===== src/rtcef_pkg.sv =====
// Purpose: shared constants and types of the capture and flag unit
// Assumes: 8-bit register port, byte addresses as printed
// Notes:   offsets without a printed value are local choices
package rtcef_pkg;
  // ****************************************************
  // register map
  // ****************************************************
  localparam logic [7:0] ADDR_CTRL1   = 8'h00; // first_control_reg
  localparam logic [7:0] ADDR_FLAGS   = 8'h01; // flag_status
  localparam logic [7:0] ADDR_CTRL3   = 8'h02; // switchover control
  localparam logic [7:0] ADDR_CAP_CTL = 8'h12;
  localparam logic [7:0] ADDR_CAP_SEC = 8'h13;
  localparam logic [7:0] ADDR_CAP_MIN = 8'h14;
  localparam logic [7:0] ADDR_CAP_HR  = 8'h15;
  localparam logic [7:0] ADDR_CAP_DAY = 8'h16;
  localparam logic [7:0] ADDR_CAP_MON = 8'h17;
  localparam logic [7:0] ADDR_CAP_YR  = 8'h18;
  // ****************************************************
  // field positions
  // ****************************************************
  localparam int BIT_SEC_IE   = 0; // per_second_irq_enable
  localparam int BIT_MIN_IE   = 1; // once_per_sixty_s_irq_enable
  localparam int BIT_CAP_IE   = 2; // capture_irq_enable
  localparam int BIT_H12      = 3; // hour_format_select, 1 = 12 hour
  localparam int BIT_TICK     = 7;
  localparam int BIT_WDOG     = 6;
  localparam int BIT_GND      = 5;
  localparam int BIT_ALARM    = 4;
  localparam int BIT_CDOWN    = 3;
  localparam int BIT_LEVEL    = 2; // tamper_level_flag lives in ctrl3
  localparam int BIT_SW_FLAG  = 3;
  localparam int BIT_SW_CAPEN = 5;
  localparam int BIT_KEEP1ST  = 7;
  localparam int BIT_CAP_OFF  = 6;
  localparam logic [7:0] CLEARABLE = 8'hb8; // flag bits software may clear
  localparam logic [7:0] CTRL1_RST = 8'h00;
  localparam logic [7:0] CAP_RST   = 8'h00;
  // ****************************************************
  // timing
  // ****************************************************
  localparam int CLK_HZ       = 20000000;
  localparam int TICK_HZ      = 64;
  localparam int TICK_DIV     = CLK_HZ / TICK_HZ;
  localparam int TICKS_PER_S  = 64;
  localparam int SEC_PER_MIN  = 60;
  localparam int MEM_DEPTH    = 6;
  // ****************************************************
  // carriers
  // ****************************************************
  typedef struct packed {
    logic [7:0] year;
    logic [7:0] month;
    logic [7:0] day;
    logic [7:0] hour;
    logic [7:0] minute;
    logic [7:0] second;
  } rtcef_time_s;
  typedef struct packed {
    logic       wr;
    logic       rd;
    logic [7:0] addr;
    logic [7:0] wdata;
  } rtcef_req_s;
  typedef enum logic [1:0] {
    RTCEF_IDLE  = 2'b00,
    RTCEF_LEVEL = 2'b01,
    RTCEF_GND   = 2'b11
  } rtcef_pin_e;
endpackage


===== src/rtcef_capmem.sv =====
// Purpose: six-byte store for the captured calendar snapshot
// Assumes: one write of all bytes at once, one byte read per cycle
// Notes:   read data come out of a register
`timescale 1ns/1ps
module rtcef_capmem #(
  parameter int DEPTH = 6
) (
  input  wire logic                      core_clk,
  input  wire logic                      reset,
  input  wire logic                      wr_all,
  input  wire logic [DEPTH*8-1:0]        wr_data,
  input  wire logic [$clog2(DEPTH)-1:0]  rd_idx,
  output logic      [7:0]                rd_data
);
  logic [7:0] mem_reg [DEPTH];
  // whole snapshot written together so fields never mix
  always_ff @(posedge core_clk) begin
    for (int i = 0; i < DEPTH; i++) begin
      if (reset) begin
        mem_reg[i] <= 8'h00;
      end else if (wr_all) begin
        mem_reg[i] <= wr_data[i*8 +: 8];
      end
    end
  end
  // registered read port
  always_ff @(posedge core_clk) begin
    if (reset) begin
      rd_data <= 8'h00;
    end else begin
      rd_data <= (int'(rd_idx) < DEPTH) ? mem_reg[rd_idx] : 8'h00;
    end
  end
endmodule // rtcef_capmem


===== src/rtcef_top.sv =====
// Purpose: event capture, flag register and second/minute ticks
// Assumes: inputs synchronous to core_clk, 8-bit register port
// Notes:   read data appear one cycle after a bus_req read request
//
// How it works
// - second/minute ticks come from a 64 Hz divider, apart from timers.
// - second and minute tick enables are separate bits in control one.
// - flag write ANDs each clearable flag with the written bit.
// - flags: tick 7, watchdog 6, ground 5, alarm 4, countdown 3.
// - rewriting ones or unused bits changes no behaviour.
// - tamper pin sensed for mid-level and for ground separately.
// - capture on after reset; capture_disable switches off tamper capture only.
// - mid-level event captures time, sets level flag, may raise irq.
// - clearing level flag drops irq; re-set only on new falling edge.
// - ground event captures time, sets both flags, may raise irq.
// - irq held until both flags clear; ground flag needs new ground.
// - repeated events keep latest, or earliest when keep_first set.
// - captured seconds BCD, tens bits 6..4, units 3..0.
// - captured minutes BCD, tens bits 6..4, units 3..0.
// - captured hour follows 12/24 format; bit 5 PM in 12 hour.
// - captured day BCD, tens bits 5..4, units 3..0.
// - keep_first and disable live in capture control at 12h.
// - switchover with enable captures once, then freezes capture.
// - captured month BCD, tens bit 4, units 3..0.
// - captured year BCD, tens 7..4, units 3..0.
`timescale 1ns/1ps
module rtcef_top
  import rtcef_pkg::*;
#(
  parameter int TICK_DIVIDE = rtcef_pkg::TICK_DIV
) (
  input  wire logic                 core_clk,
  input  wire logic                 reset,
  input  wire rtcef_pkg::rtcef_req_s bus_req,
  output logic      [7:0]           rd_data,
  input  wire logic                 pin_level_low,
  input  wire logic                 pin_ground,
  input  wire rtcef_pkg::rtcef_time_s cal_now,
  input  wire logic                 sec_inc,
  input  wire logic                 min_inc,
  input  wire logic                 switchover_evt,
  input  wire logic                 wdog_set,
  input  wire logic                 alarm_set,
  input  wire logic                 cdown_set,
  output logic                      irq_out_n,
  output logic                      tick_pulse
);
  import rtcef_pkg::*;

  // ****************************************************
  // registers
  // ****************************************************
  logic [7:0]  ctrl1_reg;
  logic [7:0]  cap_ctl_reg;
  logic        sw_capen_reg;
  logic        sw_flag_reg;
  logic        tick_flag_reg, wdog_reg, gnd_flag_reg, alarm_reg, cdown_reg;
  logic        level_flag_reg;
  logic [2:0]  low_bits_reg;
  rtcef_pin_e  pin_state_reg;
  logic [$clog2(TICK_DIVIDE+1)-1:0] div_reg;
  logic        sec_pend_reg, min_pend_reg;
  logic [7:0]  dir_rd_reg;
  logic        use_mem_reg;
  logic [7:0]  mem_rd;
  logic [2:0]  mem_idx;
  logic        wr_flags, wr_c1, wr_c3, wr_cap;
  logic        ev_level, ev_gnd, ev_any, pin_ev_ok, do_capture;
  logic        cap_busy;
  logic [47:0] snap;
  logic [7:0]  hour_cap;

  assign wr_flags = bus_req.wr && (bus_req.addr == ADDR_FLAGS);
  assign wr_c1    = bus_req.wr && (bus_req.addr == ADDR_CTRL1);
  assign wr_c3    = bus_req.wr && (bus_req.addr == ADDR_CTRL3);
  assign wr_cap   = bus_req.wr && (bus_req.addr == ADDR_CAP_CTL);

  // keep only the fields that the BCD layouts allow
  function automatic logic [7:0] fmt_hour(input logic [7:0] h,
                                          input logic h12);
    fmt_hour = h12 ? {2'b00, h[5], h[4], h[3:0]}
                   : {2'b00, h[5:4], h[3:0]};
  endfunction

  // ****************************************************
  // control registers
  // ****************************************************
  // control one: tick enables, capture irq enable, hour format
  always_ff @(posedge core_clk) begin
    if (reset) begin
      ctrl1_reg <= CTRL1_RST;
    end else if (wr_c1) begin
      ctrl1_reg <= bus_req.wdata;
    end
  end

  // capture control keeps only its two defined bits so unused bits read 0
  // capture control: keep_first and disable, default capture on
  always_ff @(posedge core_clk) begin
    if (reset) begin
      cap_ctl_reg <= CAP_RST;
    end else if (wr_cap) begin
      cap_ctl_reg <= bus_req.wdata & 8'hc0;
    end
  end

  // switchover capture enable
  always_ff @(posedge core_clk) begin
    if (reset) begin
      sw_capen_reg <= 1'b0;
    end else if (wr_c3) begin
      sw_capen_reg <= bus_req.wdata[BIT_SW_CAPEN];
    end
  end

  // ****************************************************
  // 64 Hz base and second/minute ticks
  // ****************************************************
  // own divider so the ticks never depend on the timer clocks
  // the watchdog and countdown logic may stop or reload its own clock
  // at any time; sharing that base would stretch or drop tick pulses
  always_ff @(posedge core_clk) begin
    if (reset) begin
      div_reg <= '0;
    end else if (int'(div_reg) >= TICK_DIVIDE - 1) begin
      div_reg <= '0;
    end else begin
      div_reg <= div_reg + 1'b1;
    end
  end

  // an increment is held until the next 64 Hz edge, so a tick can lag
  // the calendar by up to one 64 Hz period; that is the price of one base
  // counter increments are latched and released on the 64 Hz edge
  always_ff @(posedge core_clk) begin
    if (reset) begin
      sec_pend_reg <= 1'b0;
      min_pend_reg <= 1'b0;
      tick_pulse   <= 1'b0;
    end else begin
      if (int'(div_reg) >= TICK_DIVIDE - 1) begin
        sec_pend_reg <= sec_inc;
        min_pend_reg <= min_inc;
        tick_pulse   <= (sec_pend_reg && ctrl1_reg[BIT_SEC_IE]) ||
                        (min_pend_reg && ctrl1_reg[BIT_MIN_IE]);
      end else begin
        sec_pend_reg <= sec_pend_reg | sec_inc;
        min_pend_reg <= min_pend_reg | min_inc;
        tick_pulse   <= 1'b0;
      end
    end
  end

  // ****************************************************
  // tamper pin sensing
  // ****************************************************
  // limitation: the pin is seen as two ready-made comparator levels;
  // a level that bounces between them makes a fresh edge every time
  // ground implies mid-level too; edges are state changes upward
  always_ff @(posedge core_clk) begin
    if (reset) begin
      pin_state_reg <= RTCEF_IDLE;
    end else begin
      case ({pin_ground, pin_level_low})
        2'b00:   pin_state_reg <= RTCEF_IDLE;
        2'b01:   pin_state_reg <= RTCEF_LEVEL;
        default: pin_state_reg <= RTCEF_GND;
      endcase
    end
  end

  assign ev_gnd    = pin_ground && (pin_state_reg != RTCEF_GND);
  assign ev_level  = pin_level_low && !pin_ground &&
                     (pin_state_reg == RTCEF_IDLE);
  assign pin_ev_ok = !cap_ctl_reg[BIT_CAP_OFF] && !sw_flag_reg;
  assign ev_any    = pin_ev_ok && (ev_gnd || ev_level);
  assign cap_busy  = level_flag_reg || gnd_flag_reg;
  // keep_first blocks tamper reloads while a capture flag stands; switchover capture ignores it
  assign do_capture = (ev_any &&
                       !(cap_ctl_reg[BIT_KEEP1ST] && cap_busy)) ||
                      (switchover_evt && sw_capen_reg && !sw_flag_reg);

  // ****************************************************
  // flag register
  // ****************************************************
  // a host that writes ones to every flag it is not clearing can never
  // lose an event, because the set term is ORed after the AND
  // hardware sets win over the AND-clear of a concurrent write
  always_ff @(posedge core_clk) begin
    if (reset) begin
      tick_flag_reg <= 1'b0;
      gnd_flag_reg  <= 1'b0;
      alarm_reg     <= 1'b0;
      cdown_reg     <= 1'b0;
      low_bits_reg  <= 3'h0;
    end else begin
      tick_flag_reg <= ((wr_flags ? bus_req.wdata[BIT_TICK] : 1'b1) &
                        tick_flag_reg) |
                       ((sec_inc && ctrl1_reg[BIT_SEC_IE]) ||
                        (min_inc && ctrl1_reg[BIT_MIN_IE]));
      gnd_flag_reg  <= ((wr_flags ? bus_req.wdata[BIT_GND] : 1'b1) &
                        gnd_flag_reg) | (ev_any && ev_gnd);
      alarm_reg     <= ((wr_flags ? bus_req.wdata[BIT_ALARM] : 1'b1) &
                        alarm_reg) | alarm_set;
      cdown_reg     <= ((wr_flags ? bus_req.wdata[BIT_CDOWN] : 1'b1) &
                        cdown_reg) | cdown_set;
      if (wr_flags) begin
        low_bits_reg <= bus_req.wdata[2:0]; // stored only, no effect
      end
    end
  end

  // writes are ignored on purpose: a host following the clear recipe
  // writes 0 here and must not lose a pending watchdog event
  // watchdog flag is set by its timer, a flag write never touches it
  always_ff @(posedge core_clk) begin
    if (reset) begin
      wdog_reg <= 1'b0;
    end else if (wdog_set) begin
      wdog_reg <= 1'b1;
    end else if (bus_req.rd && bus_req.addr == ADDR_FLAGS) begin
      wdog_reg <= 1'b0;
    end
  end

  // level flag and switchover flag sit in control three
  always_ff @(posedge core_clk) begin
    if (reset) begin
      level_flag_reg <= 1'b0;
      sw_flag_reg    <= 1'b0;
    end else begin
      level_flag_reg <= ((wr_c3 ? bus_req.wdata[BIT_LEVEL] : 1'b1) &
                         level_flag_reg) | ev_any;
      sw_flag_reg    <= ((wr_c3 ? bus_req.wdata[BIT_SW_FLAG] : 1'b1) &
                         sw_flag_reg) |
                        (switchover_evt && sw_capen_reg);
    end
  end

  // ****************************************************
  // capture snapshot
  // ****************************************************
  // the calendar may carry between fields on any edge; sampling all six
  // bytes from one vector in one cycle keeps a carry from splitting them
  // one vector from the same cycle feeds every byte
  assign hour_cap = fmt_hour(cal_now.hour, ctrl1_reg[BIT_H12]);
  assign snap = {cal_now.year,
                 {3'h0, cal_now.month[4:0]},
                 {2'h0, cal_now.day[5:0]},
                 hour_cap,
                 {1'b0, cal_now.minute[6:0]},
                 {1'b0, cal_now.second[6:0]}};
  assign mem_idx = 3'(bus_req.addr - ADDR_CAP_SEC);

  rtcef_capmem #(
    .DEPTH   (MEM_DEPTH)
  ) u_mem (
    .core_clk (core_clk),
    .reset    (reset),
    .wr_all   (do_capture),
    .wr_data  (snap),
    .rd_idx   (mem_idx),
    .rd_data  (mem_rd)
  );

  // ****************************************************
  // read port and interrupt
  // ****************************************************
  // trade-off: the memory keeps its own read register, so the output is
  // a select between two flops rather than a third register; this keeps
  // the read answer one cycle after the request
  // direct registers are muxed beside the memory's registered port
  always_ff @(posedge core_clk) begin
    if (reset) begin
      dir_rd_reg  <= 8'h00;
      use_mem_reg <= 1'b0;
    end else begin
      use_mem_reg <= (bus_req.addr >= ADDR_CAP_SEC) &&
                     (bus_req.addr <= ADDR_CAP_YR);
      case (bus_req.addr)
        ADDR_CTRL1:   dir_rd_reg <= ctrl1_reg;
        ADDR_FLAGS:   dir_rd_reg <= {tick_flag_reg, wdog_reg, gnd_flag_reg,
                                     alarm_reg, cdown_reg,
                                     low_bits_reg};
        ADDR_CTRL3:   dir_rd_reg <= {2'b00, sw_capen_reg, 1'b0,
                                     sw_flag_reg, level_flag_reg, 2'b00};
        ADDR_CAP_CTL: dir_rd_reg <= cap_ctl_reg;
        default:      dir_rd_reg <= 8'h00;
      endcase
    end
  end

  assign rd_data = use_mem_reg ? mem_rd : dir_rd_reg;

  // the ground flag alone keeps the line low, so clearing only the level
  // flag after a ground event does not release the interrupt
  // interrupt follows the capture flags until both are cleared
  always_ff @(posedge core_clk) begin
    if (reset) begin
      irq_out_n <= 1'b1;
    end else begin
      irq_out_n <= !(ctrl1_reg[BIT_CAP_IE] &&
                     (level_flag_reg || gnd_flag_reg));
    end
  end
endmodule // rtcef_top


===== config.mk =====
export PLATFORM = sky130hd
export DESIGN_NAME = rtcef_top
export DESIGN_NICKNAME = d
export VERILOG_FILES = /design/src/rtcef_pkg.sv /design/src/rtcef_capmem.sv /design/src/rtcef_top.sv
export SDC_FILE = /design/constraint.sdc
export NUM_CORES = 1
export LEC_CHECK = 0
export ABC_AREA = 0
export ABC_CLOCK_PERIOD_IN_PS = 4600
export BUFFER_PORTS_ARGS = -buffer_cell sky130_fd_sc_hd__buf_4
export CAP_MARGIN = 20
export CORE_ASPECT_RATIO = 1.1
export CORE_MARGIN = 8
export CORE_UTILIZATION = 60
export DETAILED_ROUTE_END_ITERATION = 6
export PLACE_DENSITY_LB_ADDON = 0.3
export SLEW_MARGIN = 20
export SYNTH_ARGS = -nofsm -noshare
export SYNTH_HDL_FRONTEND = slang
export SYNTH_SLANG_ARGS = --single-unit

===== constraint.sdc =====
create_clock -name core_clk -period 4.6 [get_ports core_clk]
set_clock_uncertainty 0.15 [all_clocks]
set_input_delay 0.23 -clock core_clk [delete_from_list [all_inputs] [get_ports core_clk]]
set_output_delay 0.23 -clock core_clk [all_outputs]
set_load 0.01 [all_outputs]

==> metrics.md <==
| Metric | Value |
|---|---|
| Global-route wire length before repair | `17.68 mm` |
| RR Startpoint | `sw_capen_reg` |
| Asr flop ratio synth | `0%` |
| Fillers | `610` |
| Num Clock Sinks | `~100` |
| Post-route ant nets | `0` |
| Final setup TNS | `0 ps` |
| Crit-path max FO | `40` |
| Slew headroom | `roughly 30%` |
| Setup crit start kind | `primary input` |
| Final Max Tran Viols | `0` |
| DRC | `0` |
| Antenna diodes | `0` |
| Vias in the first global route | `approximately 3800` |
| Synth Warn # | `0` |
| Worst vdd rail ir drop | `0.1560 mV` |
| Fin nets | `around 630` |
| Unrepaired setup endpoints after global routing | `no` |
| Worst r2r path cells | `4` |
| DRT iter0 DRCs | `179` |
| Share of post-route cells with drive strength above 1 | `22.42%` |
| CTS tree | `built` |
| Cell Rows | `34` |
| Fraction of the mapped netlist area in compound gates | `roughly an eighth` |
| Postcts setup bufs | `0` |
| Post-Synth XOR/XNOR Area | `under 10%` |
| Clk slew on worst S/H paths | `~100 ps` |
| Initial core utilization | `62.02%` |
| HP Class | `primary input to register` |
| Adder-cell share of the synthesized area | `1.275%` |
| CTS H-tree depth | `3` |
| Number of flip-flops in the largest register | `39` |
| Antenna violations before repair | `0` |
| Clock latency on the worst-skew pair | `between 300 and 400 ps` |
| Die X | `roughly 100 µm` |
| CP Class | `primary input to register` |
| Drt via density | `a little under 6` |
| Critical R2R Capture | `u_mem.mem_reg[1][5]` |
| Via count | `between 3000 and 4000` |
| Gr ovfl total | `0` |
| CTS resizes | `0` |
| Slew @ Worst Pin | `about 1000 ps` |
| Dpl ws | `about 2100 ps` |
| Synth Flop Type | `dfxtp_1` |
| Largest net degree at the start of global routing | `between 90 and 100` |
| Yosys reg bits | `between 100 and 150` |
| Reg-to-reg slack, setup | `around 2100 ps` |
| Outcome | `completed` |
| CTS Hold Bufs | `12` |
| Total CTS buffers | `9` |
| Worst setup margin | `~1900 ps` |
| Cells after Synth | `481` |
| Simple-Gate Fraction of Synth Area | `a little over a fifth` |
| Mapped Avg Cell Area | `around 10 µm²` |
| Max-cap viol count | `0` |
| Area Growth Syn to Fin | `18.51%` |
| HP Start | `alarm_set` |
| Post-route clock period utilization | `between 50% and 60%` |
| Clock tree buffer depth | `2` |
| Minimum clock period | `2690 ps` |
| Final wirelength | `10.80 mm` |
| Die ar. | `approximately 11000 µm²` |
| Hold Fails Final Rpt | `0` |
| WP data required | `4540 ps` |
| Routability cong. | `0.8883` |
| Mux contribution to synthesized area | `about 8.3%` |
| Post-synth cell types | `54` |
| Root buffer cell | `clkbuf_8` |
| Tot Pwr | `0.001800 W` |
| Post-DP HPWL | `roughly 7.5 mm` |
| TritonRoute pass-1 iters | `5` |
| Leakage power figure | `around 2.2 nW` |
| Main combinational cell family by area after synthesis | `simple AND/OR/NAND/NOR gates` |
| Total Routing Usage GR | `about a fifth` |
| Post-synth EDFFs | `39` |
| Final setup fails | `0` |
| Pwr Density | `309.6 nW/µm²` |
| I/O Buffers | `76` |
| I/O pin count | `86` |
| Max Freq | `371.8 MHz` |
| Core area | `between 7000 and 8000 µm²` |
| WL/cell | `16.34 µm` |
| Seq/Total Area, Yosys | `49.57%` |
| CP endpoint kind | `register` |
| CP arrival | `around 2600 ps` |
| Synth Cell Area | `just under 5000 µm²` |
| Hold endpoint | `alarm_reg` |
| Worst hold stages | `3` |
| Die H | `around 110 µm` |
| Post-Syn Nets | `562` |
==> area by class of cell <==
| cell class | count | area, µm² | area share [%] |
|---|---|---|---|
| multi-input cells | 330 | 2257 | 38.81 |
| well taps | 108 | 135.1 | 2.324 |
| repair buffers | 91 | 716.9 | 12.33 |
| clock buffers | 11 | 151.4 | 2.603 |
| inverters | 14 | 52.55 | 0.9036 |
| clock inverters | 5 | 70.07 | 1.205 |
| flip-flops and latches | 102 | 2432 | 41.82 |
==> synthesized netlist by cell type (4+ instances only) <==
| cell | count | area [µm²] |
|---|---|---|
| dfxtp_1 | 63 | 1261 |
| nand2b_1 | 60 | 375.4 |
| a21oi_1 | 52 | 260.3 |
| edfxtp_1 | 39 | 1171 |
| nor3_1 | 30 | 150.1 |
| nor2_1 | 29 | 108.9 |
| clkbuf_1 | 24 | 90.09 |
| mux2i_1 | 17 | 170.2 |
| inv_1 | 14 | 52.55 |
| nand3_1 | 14 | 70.07 |
| xnor2_1 | 13 | 113.9 |
| nand2_1 | 11 | 41.29 |
| o21ai_0 | 10 | 50.05 |
| mux2_2 | 9 | 101.4 |
| a22oi_1 | 6 | 45.04 |
| mux4_2 | 6 | 135.1 |
| nand4_1 | 6 | 37.54 |
| a211oi_1 | 5 | 37.54 |
| buf_2 | 5 | 25.02 |
| ha_1 | 5 | 62.56 |
| nor4_1 | 5 | 31.28 |
| and3_1 | 4 | 25.02 |
==> where the power goes <==
group	leakage, nW	switching (W)	internal [W]
clock	0.115	0.000300	0.000310
combinational	1.18	0.0000923	0.0000954
sequential	0.955	0.0000201	0.000982
total	2.25	0.000412	0.00139
==> layer usage <==
layer	vias up	routed length (µm)	global-route usage, %
li1	1872	-	-
met1	1829	4602	23.98
met2	123	5452	32.23
met3	15	580	3.769
met4	0	166	7.255
met5	-	0	0
==> cell families (layout without fill, tap and decap cells) <==
| family | after synthesis | count (layout) |
|---|---|---|
| simple gates | 183 | 183 |
| flops | 102 | 102 |
| compound gates | 95 | 95 |
| buf+inv | 49 | 121 |
| mux | 32 | 32 |
| xor+xnor | 15 | 15 |
| fa+ha+maj | 5 | 5 |
==> cell usage in the layout (no fill, tap or decap), types with 2 or more instances in the layout <==
master,instances
inv_1,14
dlygate4sd3_1,12
mux2_2,9
o31ai_1,3
nand3b_1,2
dfxtp_1,63
a21oi_1,52
nand2b_1,60
nand3_1,14
and3_1,4
clkbuf_8,11
or4_1,2
ha_1,5
nor3b_1,2
nand4_1,6
nand2_1,11
a222oi_1,3
mux2i_1,17
edfxtp_1,39
o41ai_1,2
or3_4,2
xor2_1,2
o32ai_1,2
nor4_1,5
nor2_1,29
o211ai_1,2
or3_1,3
o21ai_0,10
or2_2,3
buf_4,78
xnor2_1,13
a22oi_1,6
nor3_1,30
a211o_1,3
mux4_2,6
a211oi_1,5
and2_1,2
==> critical path, cell delays in order <==
cell           delay [ps]
dlygate4sd3_1         540
buf_4                 130
nand2_1                70
or2_2                 570
nand3b_1              610
buf_4                 450
==> worst max-delay path by stage <==
stage | from | depth (start not counted) | to
3_3_place_gp | bus_req[8] | 6 | u_mem.rd_data[6]
6_report | switchover_evt | 6 | u_mem.mem_reg[1][5]
4_1_cts | switchover_evt | 6 | u_mem.mem_reg[4][4]
2_1_floorplan | pin_state_reg[0] | 5 | u_mem.mem_reg[0][0]
5_1_grt | switchover_evt | 6 | u_mem.mem_reg[3][5]
3_5_place_dp | sw_capen_reg | 4 | u_mem.mem_reg[2][5]
==> per-stage QoR <==
| stage | hold slack [ps] | utilization (%) | cell area [µm²] | std cells |
|---|---|---|---|---|
| 2_1_floorplan | 195.8 | - | 4907 | 481 |
| 3_3_place_gp | 297.4 | 69.04 | 5463 | 632 |
| 3_5_place_dp | 309.1 | 69.04 | 5463 | 632 |
| 4_1_cts | 6.666 | 73.36 | 5804 | 660 |
| 5_1_grt | 29.74 | 73.50 | 5816 | 661 |
| 6_report | 13.26 | 73.50 | 5816 | 661 |
Note: power is estimated with default switching activity, not from simulation.
